--- config.mk ---
export PLATFORM = sky130hd
export DESIGN_NAME = afs_fault_status
export DESIGN_NICKNAME = d
export VERILOG_FILES = /design/src/afs_pkg.sv /design/src/afs_fault_status.sv
export SDC_FILE = /design/constraint.sdc
export NUM_CORES = 2
export LEC_CHECK = 0
export BUFFER_PORTS_ARGS = -buffer_cell sky130_fd_sc_hd__clkbuf_2
export CORE_AREA = 2 2 584 586
export CTS_CLUSTER_SIZE = 12
export DETAILED_ROUTE_END_ITERATION = 10
export DIE_AREA = 0 0 586 588
export GPL_ROUTABILITY_DRIVEN = 0
export PLACE_DENSITY = 0.52
export SLEW_MARGIN = 10
export SYNTH_ARGS = -nofsm -noshare
export SYNTH_HDL_FRONTEND = slang
export SYNTH_SLANG_ARGS = --single-unit
--- constraint.sdc ---
create_clock -name clk -period 5.8 [get_ports clk]
set_clock_uncertainty 0.05 [all_clocks]
set_input_delay 1.16 -clock clk [delete_from_list [all_inputs] [get_ports clk]]
set_output_delay 1.16 -clock clk [all_outputs]
set_load 0.005 [all_outputs]
--- src/afs_pkg.sv ---
// Functional notes
// - float format: under or over range sets that channel's fault vector bit.
// - any channel calibration error sets module fault word bit 9.
// - bad calibration result sets the channel calibration error bit 7.
// - under-range bit 6 set while input at or below minimum detectable.
// - over-range bit 5 set while input at or above maximum detectable.
// - rate alarm bit 4 set above rate limit, cleared below it.
// - low alarm bit 3 set below low limit, cleared above trigger point.
// - high alarm bit 2 set above high limit, cleared below trigger point.
// - low-low alarm bit 1 set below its limit, cleared above trigger point.
// - high-high alarm bit 0 set above its limit, cleared below trigger point.
// - latched alarms stay set until the controller unlatches them.
// - limit alarms stay set while input stays inside the deadband.
// - module fault bit 15 set when any channel fault vector bit set.
// - bit 10 set while calibrating; channel fault vector then forced set.
// - calibration vector reads 00ff, 000f or 0003 by wiring.
// - communication fault forces channel fault vector to ffff.
// - channel n maps to vector bit n; 8, 4 or 2 channels by wiring.
// - module fault word bits 11 to 14 always zero.
// - integer format: range flags only, packed into one 32-bit word.
// - integer word: under at bit 31-2n, over at bit 30-2n.
// - integer format still reports calibration error summary bit.
// - status words are delivered together with each channel data transfer.
`default_nettype none

package afs_pkg;

  // ==========================================================
  // sizes and bit positions
  localparam int AFS_NCH      = 8;
  localparam int AFS_DW       = 16;
  localparam int AFS_ST_CALER = 7;
  localparam int AFS_ST_UNDER = 6;
  localparam int AFS_ST_OVER  = 5;
  localparam int AFS_NALARM   = 5;
  localparam int AFS_MF_GROUP = 15;
  localparam int AFS_MF_CALNG = 10;
  localparam int AFS_MF_CALER = 9;
  localparam int AFS_PK_UNDER = 31;
  localparam int AFS_PK_OVER  = 30;
  localparam int AFS_NCH_SE   = 8;
  localparam int AFS_NCH_DIFF = 4;
  localparam int AFS_NCH_HSD  = 2;

  // ==========================================================
  // fixed vector patterns and reset values
  localparam logic [15:0] AFS_CFV_CAL_SE   = 16'h00ff;
  localparam logic [15:0] AFS_CFV_CAL_DIFF = 16'h000f;
  localparam logic [15:0] AFS_CFV_CAL_HSD  = 16'h0003;
  localparam logic [15:0] AFS_CFV_COMM     = 16'hffff;
  localparam logic [15:0] AFS_WORD_RST     = 16'h0000;

  typedef enum logic [1:0] {
    AFS_WIRE_SE   = 2'b00,
    AFS_WIRE_DIFF = 2'b01,
    AFS_WIRE_HSD  = 2'b11
  } afs_wiring_t;

  typedef enum logic {
    AFS_FMT_INT   = 1'b0,
    AFS_FMT_FLOAT = 1'b1
  } afs_format_t;

  typedef struct packed {
    logic signed [AFS_DW-1:0] high_high_limit;
    logic signed [AFS_DW-1:0] high_limit;
    logic signed [AFS_DW-1:0] low_limit;
    logic signed [AFS_DW-1:0] low_low_limit;
    logic signed [AFS_DW-1:0] min_detect;
    logic signed [AFS_DW-1:0] max_detect;
    logic        [AFS_DW-1:0] deadband;
    logic        [AFS_DW-1:0] rate_limit;
    logic                     latch_en;
  } afs_chan_cfg_t;

  // alarm order: rate, low, high, low-low, high-high (bits 4..0)
  typedef struct packed {
    logic signed [AFS_DW-1:0] prev;
    logic                     primed;
    logic [AFS_NALARM-1:0]    alarm;
    logic                     below_range_flag;
    logic                     above_range_flag;
  } afs_alarm_st_t;

  typedef struct packed {
    logic                               valid;
    logic [AFS_NCH-1:0][AFS_DW-1:0]     chan_data;
    logic [15:0]                        module_fault_summary_word;
    logic [15:0]                        channel_fault_vector_word;
    logic [AFS_NCH-1:0][7:0]            per_channel_status_word;
    logic [31:0]                        packed_range_status_word;
  } afs_report_t;

endpackage

// ==========================================================
// per-channel range, rate and limit alarm evaluation
module afs_chan_alarm
  import afs_pkg::*;
(
  input  wire logic                  clk,
  input  wire logic                  rst_n,
  input  wire logic [AFS_DW-1:0]     sample,
  input  wire logic                  sample_valid,
  input  wire afs_chan_cfg_t         cfg,
  input  wire logic [AFS_NALARM-1:0] unlatch,
  output afs_alarm_st_t              st_q
);

  afs_alarm_st_t           st_d;
  logic signed [17:0]      x;
  logic signed [17:0]      db;
  logic signed [17:0]      diff;
  logic signed [17:0]      mag;
  logic [AFS_NALARM-1:0]   set_c;
  logic [AFS_NALARM-1:0]   clr_c;
  logic [AFS_NALARM-1:0]   rel;

  function automatic logic signed [17:0] ext(input logic [AFS_DW-1:0] v);
    ext = 18'(signed'(v));
  endfunction

  always_comb begin
    st_d = st_q;
    x    = ext(sample);
    db   = signed'({2'b00, cfg.deadband});
    diff = x - ext(st_q.prev);
    mag  = diff[17] ? -diff : diff;
    // first sample has no history, so no rate is judged on it
    set_c[4] = st_q.primed && (mag > signed'({2'b00, cfg.rate_limit}));
    clr_c[4] = !st_q.primed || (mag < signed'({2'b00, cfg.rate_limit}));
    set_c[3] = x < ext(cfg.low_limit);
    clr_c[3] = x > ext(cfg.low_limit) + db;
    set_c[2] = x > ext(cfg.high_limit);
    clr_c[2] = x < ext(cfg.high_limit) - db;
    set_c[1] = x < ext(cfg.low_low_limit);
    clr_c[1] = x > ext(cfg.low_low_limit) + db;
    set_c[0] = x > ext(cfg.high_high_limit);
    clr_c[0] = x < ext(cfg.high_high_limit) - db;
    // unlatch acts at once; a set in the same cycle still wins
    rel = cfg.latch_en ? unlatch : (clr_c & {AFS_NALARM{sample_valid}});
    st_d.alarm = (set_c & {AFS_NALARM{sample_valid}}) | (st_q.alarm & ~rel);
    if (sample_valid) begin
      st_d.prev             = sample;
      st_d.primed           = 1'b1;
      st_d.below_range_flag = x <= ext(cfg.min_detect);
      st_d.above_range_flag = x >= ext(cfg.max_detect);
    end
  end

  always_ff @(posedge clk) begin
    if (!rst_n) begin
      st_q <= '0;
    end else begin
      st_q <= st_d;
    end
  end

endmodule

`default_nettype wire
--- src/afs_fault_status.sv ---
`default_nettype none

// ==========================================================
// fault and status reporting for the eight input channels
module afs_fault_status
  import afs_pkg::*;
#(
  parameter int NCH = AFS_NCH
)
(
  input  wire logic                                 clk,
  input  wire logic                                 rst_n,
  input  wire logic [NCH-1:0][AFS_DW-1:0]           sample,
  input  wire logic                                 sample_valid,
  input  wire afs_chan_cfg_t [NCH-1:0]              cfg,
  input  wire logic [NCH-1:0][AFS_NALARM-1:0]       unlatch,
  input  wire afs_format_t                          data_format,
  input  wire afs_wiring_t                          wiring,
  input  wire logic                                 comm_fault,
  input  wire logic [NCH-1:0]                       calibrating,
  input  wire logic [NCH-1:0]                       cal_done,
  input  wire logic [NCH-1:0]                       cal_bad,
  output afs_report_t                               report
);

  // ==========================================================
  // state
  typedef struct packed {
    logic [NCH-1:0]              cal_err;
    logic                        pend;
    logic [NCH-1:0][AFS_DW-1:0]  data_hold;
    afs_report_t                 report;
  } afs_top_st_t;

  afs_top_st_t                   st_q;
  afs_top_st_t                   st_d;

  wire afs_alarm_st_t [NCH-1:0]  ch_st;

  logic [NCH-1:0]                under_v;
  logic [NCH-1:0]                over_v;
  logic [15:0]                   used_mask;
  logic [15:0]                   range_vec;
  logic [15:0]                   cal_pat;
  logic [15:0]                   cfv;
  logic [15:0]                   mfw;
  logic [NCH-1:0][7:0]           status_w;
  logic [31:0]                   packed_w;
  logic                          any_calibrating;
  logic                          any_cal_err;
  logic                          is_float;

  // ==========================================================
  // per-channel alarm engines
  for (genvar g = 0; g < NCH; g++) begin : g_ch
    afs_chan_alarm u_alarm (
      .clk          (clk),
      .rst_n        (rst_n),
      .sample       (sample[g]),
      .sample_valid (sample_valid),
      .cfg          (cfg[g]),
      .unlatch      (unlatch[g]),
      .st_q         (ch_st[g])
    );
  end

  // ==========================================================
  // wiring dependent channel count and calibration pattern
  always_comb begin
    unique case (wiring)
      AFS_WIRE_DIFF: begin
        used_mask = 16'((1 << AFS_NCH_DIFF) - 1);
        cal_pat   = AFS_CFV_CAL_DIFF;
      end
      AFS_WIRE_HSD: begin
        used_mask = 16'((1 << AFS_NCH_HSD) - 1);
        cal_pat   = AFS_CFV_CAL_HSD;
      end
      AFS_WIRE_SE: begin
        used_mask = 16'((1 << AFS_NCH_SE) - 1);
        cal_pat   = AFS_CFV_CAL_SE;
      end
      // the spare code falls back to the widest wiring
      default: begin
        used_mask = 16'((1 << AFS_NCH_SE) - 1);
        cal_pat   = AFS_CFV_CAL_SE;
      end
    endcase
  end

  // ==========================================================
  // calibration error bits
  always_comb begin
    st_d = st_q;
    for (int i = 0; i < NCH; i++) begin
      // a good result clears an earlier error, a bad one sets it
      if (cal_done[i]) begin
        st_d.cal_err[i] = cal_bad[i];
      end
    end
    st_d.report.valid = 1'b0;
    st_d.pend         = sample_valid;
    if (sample_valid) begin
      st_d.data_hold = sample;
    end
    // alarm flags settle one cycle after the sample strobe,
    // so the report is taken on the following cycle
    if (st_q.pend) begin
      st_d.report.valid                     = 1'b1;
      st_d.report.chan_data                 = st_q.data_hold;
      st_d.report.module_fault_summary_word = mfw;
      st_d.report.channel_fault_vector_word = cfv;
      st_d.report.per_channel_status_word   = status_w;
      st_d.report.packed_range_status_word  = packed_w;
    end
  end

  // ==========================================================
  // channel fault vector
  always_comb begin
    range_vec = AFS_WORD_RST;
    for (int i = 0; i < NCH; i++) begin
      under_v[i]   = ch_st[i].below_range_flag;
      over_v[i]    = ch_st[i].above_range_flag;
      range_vec[i] = under_v[i] | over_v[i];
    end
    any_calibrating = |calibrating;
    any_cal_err     = |st_q.cal_err;
    // communication loss outranks calibration
    if (comm_fault) begin
      cfv = AFS_CFV_COMM;
    end else if (any_calibrating) begin
      cfv = cal_pat;
    end else begin
      cfv = range_vec & used_mask;
    end
  end

  // ==========================================================
  // module fault summary word
  always_comb begin
    mfw               = AFS_WORD_RST;
    mfw[AFS_MF_GROUP] = |cfv;
    mfw[AFS_MF_CALNG] = any_calibrating;
    // summary holds in both formats
    mfw[AFS_MF_CALER] = any_cal_err;
  end

  // ==========================================================
  // per-channel and packed status words
  always_comb begin
    is_float = (data_format == AFS_FMT_FLOAT);
    packed_w = '0;
    for (int i = 0; i < NCH; i++) begin
      status_w[i] = 8'h00;
      if (is_float) begin
        status_w[i][AFS_ST_CALER] = st_q.cal_err[i];
        status_w[i][AFS_ST_UNDER] = under_v[i];
        status_w[i][AFS_ST_OVER]  = over_v[i];
        status_w[i][AFS_NALARM-1:0] = ch_st[i].alarm;
      end else begin
        // integer format carries range flags only
        packed_w[AFS_PK_UNDER - 2*i] = under_v[i];
        packed_w[AFS_PK_OVER - 2*i]  = over_v[i];
      end
    end
  end

  // ==========================================================
  // state register
  always_ff @(posedge clk) begin
    if (!rst_n) begin
      st_q <= '0;
    end else begin
      st_q <= st_d;
    end
  end

  assign report = st_q.report;

endmodule

`default_nettype wire

Word-level counts from Yosys, hierarchy flattened --
Index checks and enable logic that the tools add are counted.
Word-level totals: flip-flop bits (word level) 422, bits in latches 0, memory bits (writable) 0, bits in read-only memories 0, input bits 1231, output and inout bits 257, logic and storage cells 313, memories 0
Operators by class: $add $sub $neg 48, multiply operators 0, divide/modulo/power cells 0, $lt $le $gt $ge 96, eq/ne operators 2, shifts and indexed selects 0, multiplexer cells 36, bitwise operators 49, reductions and logical operators 20
Operators with widths (number):
- 16-bit by 17-bit adder with 18-bit output | 16
- 16-bit by 18-bit greater-than comparator with 1-bit output | 16
- 16-bit by 18-bit less-than comparator with 1-bit output | 16
- 16-bit by 17-bit subtractor with 18-bit output | 16
- 257-bit 2-to-1 mux | 1
- 16-bit greater-than comparator | 16
- 16-bit less-than comparator | 16
- 18-bit by 17-bit greater-than comparator with 1-bit output | 8
- 18-bit by 17-bit less-than comparator with 1-bit output | 8
- 18-bit 2-to-1 mux | 8
- 18-bit negation | 8
- 16-bit by 16-bit subtractor with 17-bit output | 8
- 16-bit >= comparator | 8
- 16-bit less-or-equal comparator | 8
- 5-bit bitwise AND | 24
- 8-bit 2-to-1 mux | 8
- 5-bit 2-to-1 mux | 8
- 5-bit NOT | 8
- 5-bit OR | 8
- 16-bit 2-to-1 mux | 2
- 8-bit by 16-bit bitwise AND with 16-bit output | 1
- 2-bit 2-to-1 mux | 8
- 8-bit one-hot mux with 2 select lines | 1
- 16-bit OR reduction | 1
- 7 further kinds | 29

Logic depth before layout (Yosys ltp) --
depth after elaboration 10, mapped depth 23, mapped depth without buffers 22

Hierarchy --
From an unflattened synthesis, not the netlist that was laid out.
Second synthesis, totals: cell total of the unflattened synthesis 11208, area, all modules 89876.2 µm²
Modules (own cells, without submodules):
- afs_chan_alarm (g_ch[1].u_alarm ...) | times used 4, cells an instance 1204, area an instance 9296.4 µm², sequential area each 480.5 µm²
- afs_chan_alarm (g_ch[0].u_alarm ...) | times used 2, cells an instance 1232, area an instance 9361.5 µm², sequential area each 480.5 µm²
- afs_fault_status | times used 1, cells an instance 1532, area an instance 15547.4 µm², sequential area each 7166.9 µm²
- afs_chan_alarm (g_ch[3].u_alarm) | times used 1, cells an instance 1212, area an instance 9320.2 µm², sequential area each 480.5 µm²
- afs_chan_alarm (g_ch[7].u_alarm) | times used 1, cells an instance 1184, area an instance 9100.0 µm², sequential area each 480.5 µm²

Worst setup path before layout --
No wires, ideal clock.
path kind in2reg, start input port sample[0] (netlist bit), end register g_ch[0].u_alarm.st_q[6] (netlist bit), data arrival time 5.240 ns, required time 5.616 ns, setup slack 0.376 ns, stages 23, path buffers 1, cell sequence inv_1 > ha_1 > fa_1 > nor2b_4 > o31a_1 > o311a_2 > o21ai_1 > nor2_1 > o221ai_1 > a31o_2 > clkbuf_1 > nand2_1 > xnor2_1 > ha_1 > a21o_1 > a21o_1 > a21o_1 > a21o_1 > a21o_1 > a21oi_1 > o211ai_1 > a31oi_1 > o41ai_2
Between the ends: longest elaborated chain between the ends 10
Ends and longest elaborated chain:
- from (decl) | line afs_fault_status.sv:13 | input wire logic [NCH-1:0][AFS_DW-1:0] sample,
- 16-bit by 16-bit subtractor with 17-bit output (*) | line afs_pkg.sv:127 | diff = x - ext(st_q.prev);
- 18-bit negation | line afs_pkg.sv:128 | mag = diff[17] ? -diff : diff;
- 18-bit 2-to-1 mux (*) | line afs_pkg.sv:128
- 18-bit by 17-bit less-than comparator with 1-bit output | line afs_pkg.sv:131 | clr_c[4] = !st_q.primed || (mag < signed'({2'b00, cfg.rate_limit}));
- 1-bit logical OR | line afs_pkg.sv:131
- 5-bit bitwise AND | line afs_pkg.sv:141 | rel = cfg.latch_en ? unlatch : (clr_c & {AFS_NALARM{sample_valid}});
- 5-bit 2-to-1 mux | line afs_pkg.sv:141
- 5-bit NOT | line afs_pkg.sv:142 | st_d.alarm = (set_c & {AFS_NALARM{sample_valid}}) | (st_q.alarm & ~rel);
- 5-bit bitwise AND | line afs_pkg.sv:142
- 5-bit OR (*) | line afs_pkg.sv:142
- to (signal assigned) | line afs_pkg.sv:155 | st_q <= st_d;
- to (decl) | line afs_pkg.sv:107 | output afs_alarm_st_t st_q
Every way passes the cells marked *; elsewhere a longest branch is shown, timed or not. A chain may end at the register's enable or synchronous reset.

Final worst setup path --
start input port sample[112] (netlist bit), end register g_ch[7].u_alarm.st_q[6] (netlist bit)
Between the ends: longest elaborated chain between the ends 10
Ends and longest elaborated chain (line):
- 16-bit by 16-bit subtractor with 17-bit output (*) | afs_pkg.sv:127
- 18-bit negation | afs_pkg.sv:128
- 18-bit 2-to-1 mux (*) | afs_pkg.sv:128
- 18-bit by 17-bit less-than comparator with 1-bit output | afs_pkg.sv:131
- 1-bit logical OR | afs_pkg.sv:131
- 5-bit bitwise AND | afs_pkg.sv:141
- 5-bit 2-to-1 mux | afs_pkg.sv:141
- 5-bit NOT | afs_pkg.sv:142
- 5-bit bitwise AND | afs_pkg.sv:142
- 5-bit OR (*) | afs_pkg.sv:142
- to (signal assigned) | afs_pkg.sv:155
- to (decl) | afs_pkg.sv:107
Marked as above.

==> metrics <==
outcome=finished, final reports clean; vias per std cell=5.00; final hold violations=0; Post-layout nets=approximately 15k; Worst-path clk slew=0.06 ns; R2R Path Start=g_ch[0].u_alarm.st_q[8]; EDFF count, synth=0; Initial DRT Pass Iterations=5; initial core utilization=0.248; first-pass GRT wire length=581,000 um; Synth Flop Type=dfxtp_1; number of synthesized register bits=between 400 and 500; post_cts resized=0; Worst Setup Start Kind=primary input; routed length on met1=about 180,000 um; Total GRT Usage=0.235; Routed Antenna Nets=0; leak pwr=0.0515 uW; total power=roughly 18,000 uW; Crit Path Class=in2reg; Max Slew Vio Count=0; DRC viols=0; die height=a little under 600 um; min-delay worst type=reg2reg; RSZ-0062 raised after global routing=no; IO buf count=between 1k and 1.5k; Max Used Layer=met5; final WL=around 420,000 um; Synth cell types=88; worst hold start=g_ch[2].u_alarm.st_q[4]; CP cell instances=clkbuf_2, inv_1, ha_1, fa_1, nor2b_1, o21ai_0, a21boi_1, nor2_1, a211oi_1, nor3b_1, nand4b_1, nand2_1, xnor2_1, ha_1, a21o_1, a21o_1, a21o_1, a21o_1, a21oi_1, nand2b_1, a21oi_1, nor3_1, a31o_2; grt total ovfl=0; pin count of the biggest net entering global routing=between 90 and 100; later-pin clock latency in the skew report=0.80 ns; die area=~340,000 um^2; Seq/Total Area, Yosys=0.0988; Tmin final=about 5.0 ns; routed vias=83.6k; number of synthesis warnings=0; clock root buffer=clkbuf_16; maximum VDD drop=0.000192 V; worst-path maximum fanout=4; most common cell after layout, fill and taps aside=ha_1; post-route clock period utilization=0.856; setup total negative slack=0 ns; Synth async-reset ratio=0; Die W=~600 um; DRT iter0 DRCs=5,365; Syn Area/Cell=roughly 7.9 um^2; Final Setup Violations=0; layout cell share with drive strength beyond 1=0.158; H-tree depth=3; Area Growth Syn to Fin=17.9%; antenna violations before repair=approximately 170; post-synthesis instance total=10.7k; post-synthesis cell area=between 80,000 and 90,000 um^2; Crit-path slowest cell=nor3b_1; I/O pins=around 1.5k; CORE AREA=338,000 um^2; most frequent CP cell=a21o_1; Clock Sinks=about 420; metal3 WL=37,600 um; postcts setup bufs=0; DP HPWL=between 300,000 and 400,000 um; crit path DAT=around 5.6 ns; max incr delay on CP=about 0.43 ns; Achievable Freq=about 200 MHz; CTS Hold Bufs=0; CTS tree=built; vias in the first global route=79.4k; WL per Instance=25.2 um; number of placement rows=between 200 and 250; Max-slew headroom=0.268; pwr dens=~180 nW/um^2; metal2 WL=approximately 190,000 um; clk buf depth=4; most frequent cells in the layout=ha_1, clkbuf_2, inv_1, a21oi_1, nor2b_1; Worst Max-Slew Pin Slew=about 1.1 ns; critical path data required time=around 6.4 ns; Max-Cap Viols=0; Critical Path Start=sample[112]; CTS Buf Count=74; CP Capture Type=register
-- Yosys cell counts (266+ instances only) --
cell type	count	area, um^2
xor2_1	266	2330
a21oi_1	667	3340
nor2b_1	489	3060
nor2_1	447	1680
dfxtp_1	415	8310
a21o_1	480	3600
ha_1	2120	26500
mux2i_1	292	2920
xnor2_1	361	3160
inv_1	1408	5290
nand2_1	434	1630
o21ai_0	470	2350
-- metal layers --
| layer | GRT usage | vias to the layer above |
|---|---|---|
| li1 | - | 40972 |
| met3 | 0.0741 | 722 |
| met1 | 0.283 | 39015 |
| met2 | 0.374 | 2810 |
| met4 | 0.116 | 110 |
| met5 | 0 | - |
-- flip-flops by register name, summed over array words and instances (netlist names) --
| register | flops |
|---|---|
| g_ch.u_alarm.st_q | 185 |
| report | 221 |
| st_q | 9 |
-- power breakdown --
part | switching (uW) | total [uW] | internal, uW | leakage [uW]
Combinational | 5580 | 9820 | 4240 | 0.0470
Clock | 1990 | 4750 | 2760 | 0.00118
Sequential | 189 | 3180 | 2990 | 0.00339
-- per-stage QoR --
stage | hold slack, ns | cells | util | setup slack (ns) | area [um^2]
CTS | 0.409 | 16631 | 0.292 | 0.929 | 98900
detailed placement | 0.401 | 16503 | 0.285 | 0.0740 | 96400
global placement | 0.395 | 16502 | 0.285 | 0.0407 | 96400
floorplan | 0.384 | 10686 | - | 0.376 | 84200
finish | 0.407 | 16722 | 0.293 | 0.834 | 99100
global route | 0.429 | 16685 | 0.293 | 0.418 | 99000
-- final cells by class --
type	count	area, um^2
Antenna cell	91	228
Clock buffer	91	2030
Clock inverter	37	413
Fill cell	37044	239000
Inverter	1408	5290
Multi-Input combinational cell	8474	68200
Sequential cell	415	8310
Tap cell	4536	5680
Timing Repair Buffer	1670	8970
-- critical path, delay by kind of cell --
kind	cells	cell delay, ns
AO/OA/AOI/OAI	10	2.03
XOR/XNOR	1	0.14
adder cells (fa/ha/maj)	3	0.90
buffers and inverters	2	0.14
AND/OR/NAND/NOR	7	1.22
-- final timing paths --
kind,cells past startpoint,endpoint,slack (ns)
max,23,g_ch[7].u_alarm.st_q[6],0.83
min,1,report[50],0.41
max reg2reg,19,g_ch[0].u_alarm.st_q[6],0.93
min reg2reg,1,report[50],0.41
-- cell families (layout without fill, tap and decap cells) --
logic type                 count (synthesis)  after routing  synth area share
DFF                                      415            415            0.0988
xor gates and xnor gates                 627            627            0.0653
adders and majority gates               2160           2160             0.325
muxes                                    294            294            0.0350
other                                      1            120         0.0000446
AOI/OAI and AO/OA                       2746           2746             0.218
buffers and inverters                   1797           3206            0.0918
and+or+nand+nor                         2618           2618             0.166
No activity file was read; power rests on OpenSTA's default activity.
